==> src/pkg/pas_map.svh <==
// register map, field positions and codes of the pwm auto-shutdown block
`ifndef PAS_MAP_SVH
`define PAS_MAP_SVH
`define PAS_ADDR_CTRL   8'h00
`define PAS_ADDR_CFG    8'h04
`define PAS_ADDR_STAT   8'h08
`define PAS_ADDR_MASK   8'h0c
`define PAS_FLAG_BIT    7
`define PAS_SRC_HI      6
`define PAS_SRC_LO      4
`define PAS_AC_HI       3
`define PAS_AC_LO       2
`define PAS_BD_HI       1
`define PAS_BD_LO       0
`define PAS_TRI_BIT     1
`define PAS_SRC_OFF     3'h0
`define PAS_SRC_C1      3'h1
`define PAS_SRC_C2      3'h2
`define PAS_SRC_C12     3'h3
`define PAS_SRC_FLT     3'h4
`define PAS_SRC_FLT_C1  3'h5
`define PAS_SRC_FLT_C2  3'h6
`define PAS_SRC_FLT_C12 3'h7
`define PAS_SS_LOW      2'h0
`define PAS_SS_HIGH     2'h1
`define PAS_CFG_AUTO    0
`define PAS_IRQ_SHUT    0
`define PAS_IRQ_RESUME  1
`define PAS_CTRL_RST    8'h00
`define PAS_IRQ_RST     2'h0
`define PAS_RESP_OKAY   2'h0
`define PAS_RESP_SLVERR 2'h2
`endif

==> src/pkg/pas_pkg.sv <==
// types shared by the pwm auto-shutdown block
package pas_pkg;
   typedef struct packed {
      logic [31:0] awaddr;
      logic        awvalid;
      logic [31:0] wdata;
      logic [3:0]  wstrb;
      logic        wvalid;
      logic        bready;
      logic [31:0] araddr;
      logic        arvalid;
      logic        rready;
   } pas_axi_req_t;
   typedef struct packed {
      logic        awready;
      logic        wready;
      logic        bvalid;
      logic [1:0]  bresp;
      logic        arready;
      logic        rvalid;
      logic [31:0] rdata;
      logic [1:0]  rresp;
   } pas_axi_rsp_t;
   typedef struct packed {
      logic a;
      logic b;
      logic c;
      logic d;
   } pas_pins_t;
   typedef enum logic [2:0] {
      PAS_RUN  = 3'b001,
      PAS_SHUT = 3'b010,
      PAS_WAIT = 3'b100
   } pas_state_t;
endpackage

==> src/rtl/pas_top.sv <==
// pwm auto-shutdown stage with axi4-lite register slave
`timescale 1ns/1ps
`include "pas_map.svh"

// Behaviour
// [RL1] The event flag reads 0 while outputs run normally and 1 while they are held shut; here it reads 0 while held waiting for a period start.
// [RL2] A shutdown event sets the flag, which stays set until software or auto-restart clears it.
// [RL3] On a shutdown event the enabled pins take their shutdown states at once, without a clock.
// [RL4] The pins form pairs a/c and b/d, each with its own two-bit shutdown state field.
// [RL5] Source 000 disables, 001 comparator 1 high, 010 comparator 2 high, 011 either.
// [RL6] Sources 100-111 trigger on a low fault pin, adding comparator 1, 2 or either above 100.
// [RL7] A state field of 00 drives the pair low, 01 high, and 1x leaves it high impedance.
// [RL8] The trigger is a level and shutdown lasts as long as it stays active.
// [RL9] Software writes to the event flag are ignored while the trigger is active.
// [RL10] After restart the outputs resume only at the start of the next pwm period.
// [RL11] With auto-restart on, the flag clears itself once the trigger goes inactive.
module pas_top (
   input  wire logic                 ref_clk,
   input  wire logic                 reset_n,
   input  wire pas_pkg::pas_axi_req_t axi_req,
   output pas_pkg::pas_axi_rsp_t     axi_rsp,
   input  wire pas_pkg::pas_pins_t   pwm_in,
   input  wire logic                 period_start,
   input  wire logic                 fault_input_pin,
   input  wire logic                 comparator1_output,
   input  wire logic                 comparator2_output,
   output pas_pkg::pas_pins_t        pwm_out,
   output pas_pkg::pas_pins_t        pwm_oe_n,
   output logic                      irq
);
   import pas_pkg::*;

   //////////////////////////////////////////////////////////////////////
   // state and control storage
   logic                 shutdown_event_flag;
   logic [2:0]           shutdown_source_select;
   logic [1:0]           pair_ac_shutdown_state;
   logic [1:0]           pair_bd_shutdown_state;
   logic                 auto_restart;
   logic [1:0]           irq_status;
   logic [1:0]           irq_mask;
   logic [1:0]           next_irq_status;
   pas_state_t           state;
   pas_pins_t            run_q;
   logic                 trig;
   logic                 forced;
   logic                 aw_got;
   logic                 w_got;
   logic [7:0]           aw_addr;
   logic [31:0]          w_data;
   logic [3:0]           w_strb;
   logic                 wr_fire;
   logic                 wr_ctrl;
   logic                 ar_hs;
   logic                 ev_shut;
   logic                 ev_resume;
   logic [31:0]          rd_val;
   logic                 rd_ok;

   //////////////////////////////////////////////////////////////////////
   // helpers
   // trigger decode from source select and live inputs
   function automatic logic src_active(input logic [2:0] sel,
                                       input logic       flt_n,
                                       input logic       c1,
                                       input logic       c2);
      logic hit;
      hit = 1'b0;
      unique case (sel)
         `PAS_SRC_OFF:     hit = 1'b0;
         `PAS_SRC_C1:      hit = c1;
         `PAS_SRC_C2:      hit = c2;
         `PAS_SRC_C12:     hit = c1 | c2;
         `PAS_SRC_FLT:     hit = ~flt_n;
         `PAS_SRC_FLT_C1:  hit = ~flt_n | c1;
         `PAS_SRC_FLT_C2:  hit = ~flt_n | c2;
         `PAS_SRC_FLT_C12: hit = ~flt_n | c1 | c2;
      endcase
      return hit;
   endfunction

   // pin level for a pair shutdown state
   function automatic logic ss_level(input logic [1:0] ss);
      return (ss == `PAS_SS_HIGH);
   endfunction

   // pin enable for a pair shutdown state, high means released
   function automatic logic ss_float(input logic [1:0] ss);
      return ss[`PAS_TRI_BIT];
   endfunction

   //////////////////////////////////////////////////////////////////////
   // trigger and forcing terms
   // level trigger straight from the pins
   assign trig = src_active(shutdown_source_select, fault_input_pin,
                            comparator1_output, comparator2_output); // RL5 RL6 RL8
   // forced while triggered, flagged or waiting for a period start
   assign forced = trig | shutdown_event_flag | (state != PAS_RUN); // RL1 RL8

   //////////////////////////////////////////////////////////////////////
   // pin outputs
   // normal pwm path, registered
   always_ff @(posedge ref_clk) begin
      if (!reset_n) begin
         run_q <= '0;
      end else begin
         run_q <= pwm_in;
      end
   end

   // shutdown override needs no edge, so it sits after the flop
   always_comb begin
      pwm_out  = run_q;
      pwm_oe_n = '0;
      if (forced) begin // RL3
         pwm_out.a  = ss_level(pair_ac_shutdown_state); // RL4 RL7
         pwm_out.c  = ss_level(pair_ac_shutdown_state); // RL4 RL7
         pwm_out.b  = ss_level(pair_bd_shutdown_state); // RL4 RL7
         pwm_out.d  = ss_level(pair_bd_shutdown_state); // RL4 RL7
         pwm_oe_n.a = ss_float(pair_ac_shutdown_state); // RL7
         pwm_oe_n.c = ss_float(pair_ac_shutdown_state); // RL7
         pwm_oe_n.b = ss_float(pair_bd_shutdown_state); // RL7
         pwm_oe_n.d = ss_float(pair_bd_shutdown_state); // RL7
      end
   end

   //////////////////////////////////////////////////////////////////////
   // output stage sequencer
   // run, shut, then wait for the period boundary before running
   always_ff @(posedge ref_clk) begin
      if (!reset_n) begin
         state <= PAS_RUN;
      end else begin
         unique case (state)
            PAS_RUN: begin
               if (trig || shutdown_event_flag) begin
                  state <= PAS_SHUT;
               end
            end
            PAS_SHUT: begin
               if (!trig && !shutdown_event_flag) begin
                  state <= PAS_WAIT;
               end
            end
            PAS_WAIT: begin
               if (trig || shutdown_event_flag) begin
                  state <= PAS_SHUT;
               end else if (period_start) begin
                  state <= PAS_RUN; // RL10
               end
            end
         endcase
      end
   end

   assign ev_shut   = (state == PAS_RUN) && (trig || shutdown_event_flag);
   assign ev_resume = (state == PAS_WAIT) && period_start && !trig && !shutdown_event_flag;

   //////////////////////////////////////////////////////////////////////
   // event flag
   // trigger sets and wins; writes only land when trigger is gone
   always_ff @(posedge ref_clk) begin
      if (!reset_n) begin
         shutdown_event_flag <= 1'(`PAS_CTRL_RST >> `PAS_FLAG_BIT);
      end else if (trig) begin
         shutdown_event_flag <= 1'b1; // RL2 RL9
      end else if (wr_ctrl) begin
         shutdown_event_flag <= w_data[`PAS_FLAG_BIT]; // RL2
      end else if (auto_restart) begin
         shutdown_event_flag <= 1'b0; // RL11
      end
   end

   //////////////////////////////////////////////////////////////////////
   // axi4-lite write channel
   assign wr_fire = aw_got && w_got && !axi_rsp.bvalid;
   assign wr_ctrl = wr_fire && (aw_addr == `PAS_ADDR_CTRL) && w_strb[0];

   // address and data taken in either order, response after both
   always_ff @(posedge ref_clk) begin
      if (!reset_n) begin
         aw_got          <= 1'b0;
         w_got           <= 1'b0;
         aw_addr         <= '0;
         w_data          <= '0;
         w_strb          <= '0;
         axi_rsp.awready <= 1'b1;
         axi_rsp.wready  <= 1'b1;
         axi_rsp.bvalid  <= 1'b0;
         axi_rsp.bresp   <= `PAS_RESP_OKAY;
      end else begin
         if (axi_req.awvalid && axi_rsp.awready) begin
            aw_got          <= 1'b1;
            aw_addr         <= axi_req.awaddr[7:0];
            axi_rsp.awready <= 1'b0;
         end
         if (axi_req.wvalid && axi_rsp.wready) begin
            w_got          <= 1'b1;
            w_data         <= axi_req.wdata;
            w_strb         <= axi_req.wstrb;
            axi_rsp.wready <= 1'b0;
         end
         if (wr_fire) begin
            aw_got         <= 1'b0;
            w_got          <= 1'b0;
            axi_rsp.bvalid <= 1'b1;
            unique case (aw_addr)
               `PAS_ADDR_CTRL, `PAS_ADDR_CFG, `PAS_ADDR_STAT, `PAS_ADDR_MASK:
                  axi_rsp.bresp <= `PAS_RESP_OKAY;
               default: axi_rsp.bresp <= `PAS_RESP_SLVERR;
            endcase
         end
         if (axi_rsp.bvalid && axi_req.bready) begin
            axi_rsp.bvalid  <= 1'b0;
            axi_rsp.awready <= 1'b1;
            axi_rsp.wready  <= 1'b1;
         end
      end
   end

   // configuration fields, flag kept apart above
   always_ff @(posedge ref_clk) begin
      if (!reset_n) begin
         shutdown_source_select <= 3'(`PAS_CTRL_RST >> `PAS_SRC_LO);
         pair_ac_shutdown_state <= 2'(`PAS_CTRL_RST >> `PAS_AC_LO);
         pair_bd_shutdown_state <= 2'(`PAS_CTRL_RST >> `PAS_BD_LO);
         auto_restart           <= 1'b0;
         irq_mask               <= `PAS_IRQ_RST;
      end else if (wr_fire && w_strb[0]) begin
         if (aw_addr == `PAS_ADDR_CTRL) begin
            shutdown_source_select <= w_data[`PAS_SRC_HI:`PAS_SRC_LO]; // RL5
            pair_ac_shutdown_state <= w_data[`PAS_AC_HI:`PAS_AC_LO]; // RL4
            pair_bd_shutdown_state <= w_data[`PAS_BD_HI:`PAS_BD_LO]; // RL4
         end
         if (aw_addr == `PAS_ADDR_CFG) begin
            auto_restart <= w_data[`PAS_CFG_AUTO];
         end
         if (aw_addr == `PAS_ADDR_MASK) begin
            irq_mask <= w_data[1:0];
         end
      end
   end

   //////////////////////////////////////////////////////////////////////
   // axi4-lite read channel
   assign ar_hs = axi_req.arvalid && axi_rsp.arready;

   // read mux, unmapped reads zero
   always_comb begin
      rd_val = '0;
      rd_ok  = 1'b1;
      unique case (axi_req.araddr[7:0])
         `PAS_ADDR_CTRL: rd_val[7:0] = {shutdown_event_flag, shutdown_source_select,
                                        pair_ac_shutdown_state, pair_bd_shutdown_state}; // RL1
         `PAS_ADDR_CFG:  rd_val[`PAS_CFG_AUTO] = auto_restart;
         `PAS_ADDR_STAT: rd_val[1:0] = irq_status;
         `PAS_ADDR_MASK: rd_val[1:0] = irq_mask;
         default:        rd_ok = 1'b0;
      endcase
   end

   // one read at a time, data one cycle after the address
   always_ff @(posedge ref_clk) begin
      if (!reset_n) begin
         axi_rsp.arready <= 1'b1;
         axi_rsp.rvalid  <= 1'b0;
         axi_rsp.rdata   <= '0;
         axi_rsp.rresp   <= `PAS_RESP_OKAY;
      end else if (ar_hs) begin
         axi_rsp.arready <= 1'b0;
         axi_rsp.rvalid  <= 1'b1;
         axi_rsp.rdata   <= rd_val;
         axi_rsp.rresp   <= rd_ok ? `PAS_RESP_OKAY : `PAS_RESP_SLVERR;
      end else if (axi_rsp.rvalid && axi_req.rready) begin
         axi_rsp.rvalid  <= 1'b0;
         axi_rsp.arready <= 1'b1;
      end
   end

   //////////////////////////////////////////////////////////////////////
   // interrupts
   // read of status clears, a new event in that cycle wins
   always_comb begin
      next_irq_status = irq_status;
      if (ar_hs && (axi_req.araddr[7:0] == `PAS_ADDR_STAT)) begin
         next_irq_status = '0;
      end
      if (ev_shut) begin
         next_irq_status[`PAS_IRQ_SHUT] = 1'b1;
      end
      if (ev_resume) begin
         next_irq_status[`PAS_IRQ_RESUME] = 1'b1;
      end
   end

   // sticky status and masked level output
   always_ff @(posedge ref_clk) begin
      if (!reset_n) begin
         irq_status <= `PAS_IRQ_RST;
         irq        <= 1'b0;
      end else begin
         irq_status <= next_irq_status;
         // a mask written this cycle counts at once, so irq never lags it
         irq        <= |(next_irq_status & ((wr_fire && w_strb[0] && aw_addr == `PAS_ADDR_MASK)
                                            ? w_data[1:0] : irq_mask));
      end
   end
endmodule

==> config.mk <==
export PLATFORM = sky130hd
export DESIGN_NAME = pas_top
export DESIGN_NICKNAME = d
export VERILOG_FILES = /design/src/pkg/pas_pkg.sv /design/src/rtl/pas_top.sv
export VERILOG_INCLUDE_DIRS = /design/src /design/src/pkg
export SDC_FILE = /design/constraint.sdc
export NUM_CORES = 1
export LEC_CHECK = 0
export BUFFER_PORTS_ARGS = -buffer_cell sky130_fd_sc_hd__clkbuf_2
export CORE_MARGIN = 3
export CORE_UTILIZATION = 44
export DETAILED_ROUTE_END_ITERATION = 8
export PLACE_DENSITY = 0.89
export SLEW_MARGIN = 20
export SYNTH_ARGS = -nofsm -noshare
export SYNTH_HDL_FRONTEND = slang
export SYNTH_SLANG_ARGS = --single-unit
==> constraint.sdc <==
create_clock -name ref_clk -period 2.7 [get_ports ref_clk]
set_input_delay 0.135 -clock ref_clk [delete_from_list [all_inputs] [get_ports ref_clk]]
set_output_delay 0.135 -clock ref_clk [all_outputs]
set_load 0.02 [all_outputs]
==> results.json <==
{
  "outcome": "complete, no violations",
  "synth.top_cells.by_count": "dfxtp_1 (55), nand2_1 (31), nor2_1 (31)",
  "p_int_mw": 1.17,
  "cts_tree": "yes",
  "synthTopCellsByArea": "dfxtp_1 (47%), buf_4 (8.9%), nand2_1 (4.9%)",
  "ys_seq_area_share_pct": 46.8,
  "cts.sinks": 55,
  "met1_usage_pct": 22.2,
  "worstMarginPinSlew_ns": 0.716,
  "cts_htree_levels": 2,
  "grt_max_degree": 46,
  "drv_slew": 0,
  "comb_power_share_pct": 19.7,
  "ant_nets": 0,
  "start_util_pct": 47.6,
  "grt_util_met3_pct": 3.97,
  "grt_usage_pct": 16.3,
  "swShare_pct": 30.0,
  "cts_max_path_buffers": 2,
  "worstSetupStartpointType": "register",
  "netlist-cell-type-count": 39,
  "rsz0062_at_grt": "no",
  "gp_congestion": 0.748,
  "synth_area_leader_cell": "dfxtp_1",
  "ys_ff_latch": 55,
  "power_frac_clock_pct": 26.7,
  "critPathMaxStageDelay_ns": 0.40,
  "drc_errors": 0,
  "powerDensity_nw_per_um2": 618,
  "top_usage_layer": "met2",
  "finalCritPeriodShare_pct": 75.1,
  "die_x_microns": 79.2,
  "via_count": 1904,
  "synth_area_sq_um": 2350,
  "tns_ns": 0,
  "fin_crit_ns": 2.03,
  "cp_slowest_cell": "dfxtp_1",
  "relSlewSlack_pct": 52.2,
  "cts_root_buffer": "clkbuf_8",
  "syn_to_final_growth_pct": 14.7,
  "hold_path_class": "in2reg",
  "antenna_cells": 0,
  "end_kind": "output port",
  "coreArea_sq_um": 4940,
  "arrival_ns": 1.89,
  "p_switching_uw": 500,
  "cp_common_cell": "nor3b_1",
  "hold_violations": 0,
  "path_cells": "nor3b_1 > nor4b_2 > buf_4 > nor3b_1 > a21o_1 > clkbuf_2",
  "synthCells": 263,
  "grt_pass1_vias": 1748,
  "nets": 438,
  "hold_buffers": 0,
  "synth_edf_count": 0,
  "std_cell_rows": 25,
  "ir_worst_vdd_v": 0.000383,
  "antenna_found_initial": 0,
  "power_mw": 1.67,
  "dieArea_sq_um": 6270,
  "fin_cells": 391,
  "synthFlopType": "dfxtp_1",
  "cts_buffers": 5,
  "detail_route.wl_per_cell_microns": 12.5,
  "drive_gt1_share_pct": 25.0,
  "post-dp-hpwl_microns": 3750,
  "synth_top_area_share_pct": 46.8,
  "grt_overflow": 0,
  "setup_viol_count_final": 0,
  "avgViaCountPerCell": 4.87,
  "cp_num_buf_inv": 2,
  "ys_warn_count": 0,
  "synthArstFlopShare_pct": 0,
  "leakagePower_nw": 1.18,
  "chipHeight_microns": 79.2,
  "drtPass1Iterations": 4,
  "path_class": "reg2out",
  "seqPwrFrac_pct": 53.6,
  "grt_util_met2_pct": 25.1,
  "clock_skew_ns": 0.00804,
  "yosys.cell_count.top_type": "dfxtp_1",
  "avgSynthCellArea_sq_um": 8.95,
  "dp.cells": 383,
  "drt_iter0_markers": 69,
  "clock_latency_ns": 0.31,
  "crit_fanout": 9,
  "path_clk_slew_ns": 0.10,
  "cts_resized": 0,
  "io_buffers": 63,
  "grt_pass1_wl_microns": 8120,
  "wirelength_microns": 4870,
  "critPathTopFamily": "simple AND/OR/NAND/NOR gates",
  "drv_cap": 0,
  "io-pin-count": 165,
  "clock.fmax_ghz": 0.493,
  "postCtsSetupRepairBufs": 0,
  "required_ns": 2.57
}
[stage by stage]
| stage | area, sq um | worst slack [ns] | hold slack, ns | util, % |
|---|---|---|---|---|
| 3_3_place_gp | 2620 | 0.697 | 0.343 | 52.9 |
| 2_1_floorplan | 2450 | 0.876 | 0.235 | - |
| 3_5_place_dp | 2620 | 0.694 | 0.348 | 52.9 |
| 4_1_cts | 2700 | 0.659 | 0.0194 | 54.6 |
| 6_report | 2700 | 0.673 | 0.0243 | 54.6 |
| 5_1_grt | 2700 | 0.497 | 0.0185 | 54.6 |
[cell type report]
| type | count | area (sq um) |
|---|---|---|
| Clock buffer | 7 | 76.3 |
| Sequential cell | 55 | 1100 |
| Tap cell | 67 | 83.8 |
| Timing Repair Buffer | 64 | 323 |
| Inverter | 4 | 15.0 |
| Fill cell | 481 | 2240 |
| Multi-Input combinational cell | 193 | 1090 |
| Clock inverter | 1 | 8.76 |
[path summary, 6_finish.rpt]
path	startpoint	endpoint	slack [ns]	cells past startpoint
hold reg to reg	aw_addr[4]	aw_addr[4]	0.46	2
setup reg to reg	aw_addr[7]	shutdown_source_select[0]	0.69	4
hold / removal	axi_req[35]	axi_rsp[39]	0.02	2
setup / recovery	state[0]	pwm_out[2]	0.67	6
[registers in the layout, indices dropped and copies added (netlist names)]
name,flops
shutdown_source_select,3
aw_addr,8
pair_ac_shutdown_state,2
irq_status,2
irq_mask,2
state,3
w_strb,1
shutdown_event_flag,1
w_got,1
run_q,4
aw_got,1
axi_rsp,15
auto_restart,1
irq,1
w_data,8
pair_bd_shutdown_state,2
[worst register-to-register path: stages, from the launching register on]
cell,delay [ns]
dfxtp_1,0.33
or4_4,0.58
nor4_4,0.66
mux2i_1,0.26
nor2_1,0.06
[power by group through the flow]
| stage | clock network (mW) | registers (mW) | logic, mW |
|---|---|---|---|
| floorplan | 0 | 0.911 | 0.245 |
| global placement | 0 | 0.909 | 0.321 |
| detailed placement | 0 | 0.913 | 0.329 |
| CTS | 0.455 | 0.894 | 0.330 |
| global route | 0.491 | 0.901 | 0.367 |
| finish | 0.445 | 0.894 | 0.330 |
[layout by cell type (no fill, tap or decap), types with 2 or more instances in the layout]
cell / instances
and2_1: 7
nor3b_1: 3
clkbuf_8: 5
or3b_2: 2
a21oi_1: 22
dfxtp_1: 55
conb_1: 26
a21o_1: 4
or3_1: 2
clkbuf_1: 2
inv_1: 3
nand3_1: 10
mux2i_1: 11
nor2_1: 31
nor4_2: 2
nor3_1: 2
clkbuf_2: 63
nand3b_1: 2
a22oi_1: 8
a22o_1: 2
nor2b_1: 4
o21ai_0: 6
nand2_1: 31
nand2b_1: 2
nor4_1: 2
[cell families after synthesis]
group	share of synthesized area (%)
simple gates	23.9
flops	46.8
compound gates	11.9
buf+inv	10.8
mux	6.11
xor+xnor	0.372
other cells	0.159
[metal layers]
| layer | part of all wire (%) | wire, microns |
|---|---|---|
| met1 | 46 | 2230 |
| met4 | 1.5 | 71 |
| met3 | 7.0 | 343 |
| met5 | 0 | 0 |
| met2 | 46 | 2230 |
Power figures use the tool's default switching activity.
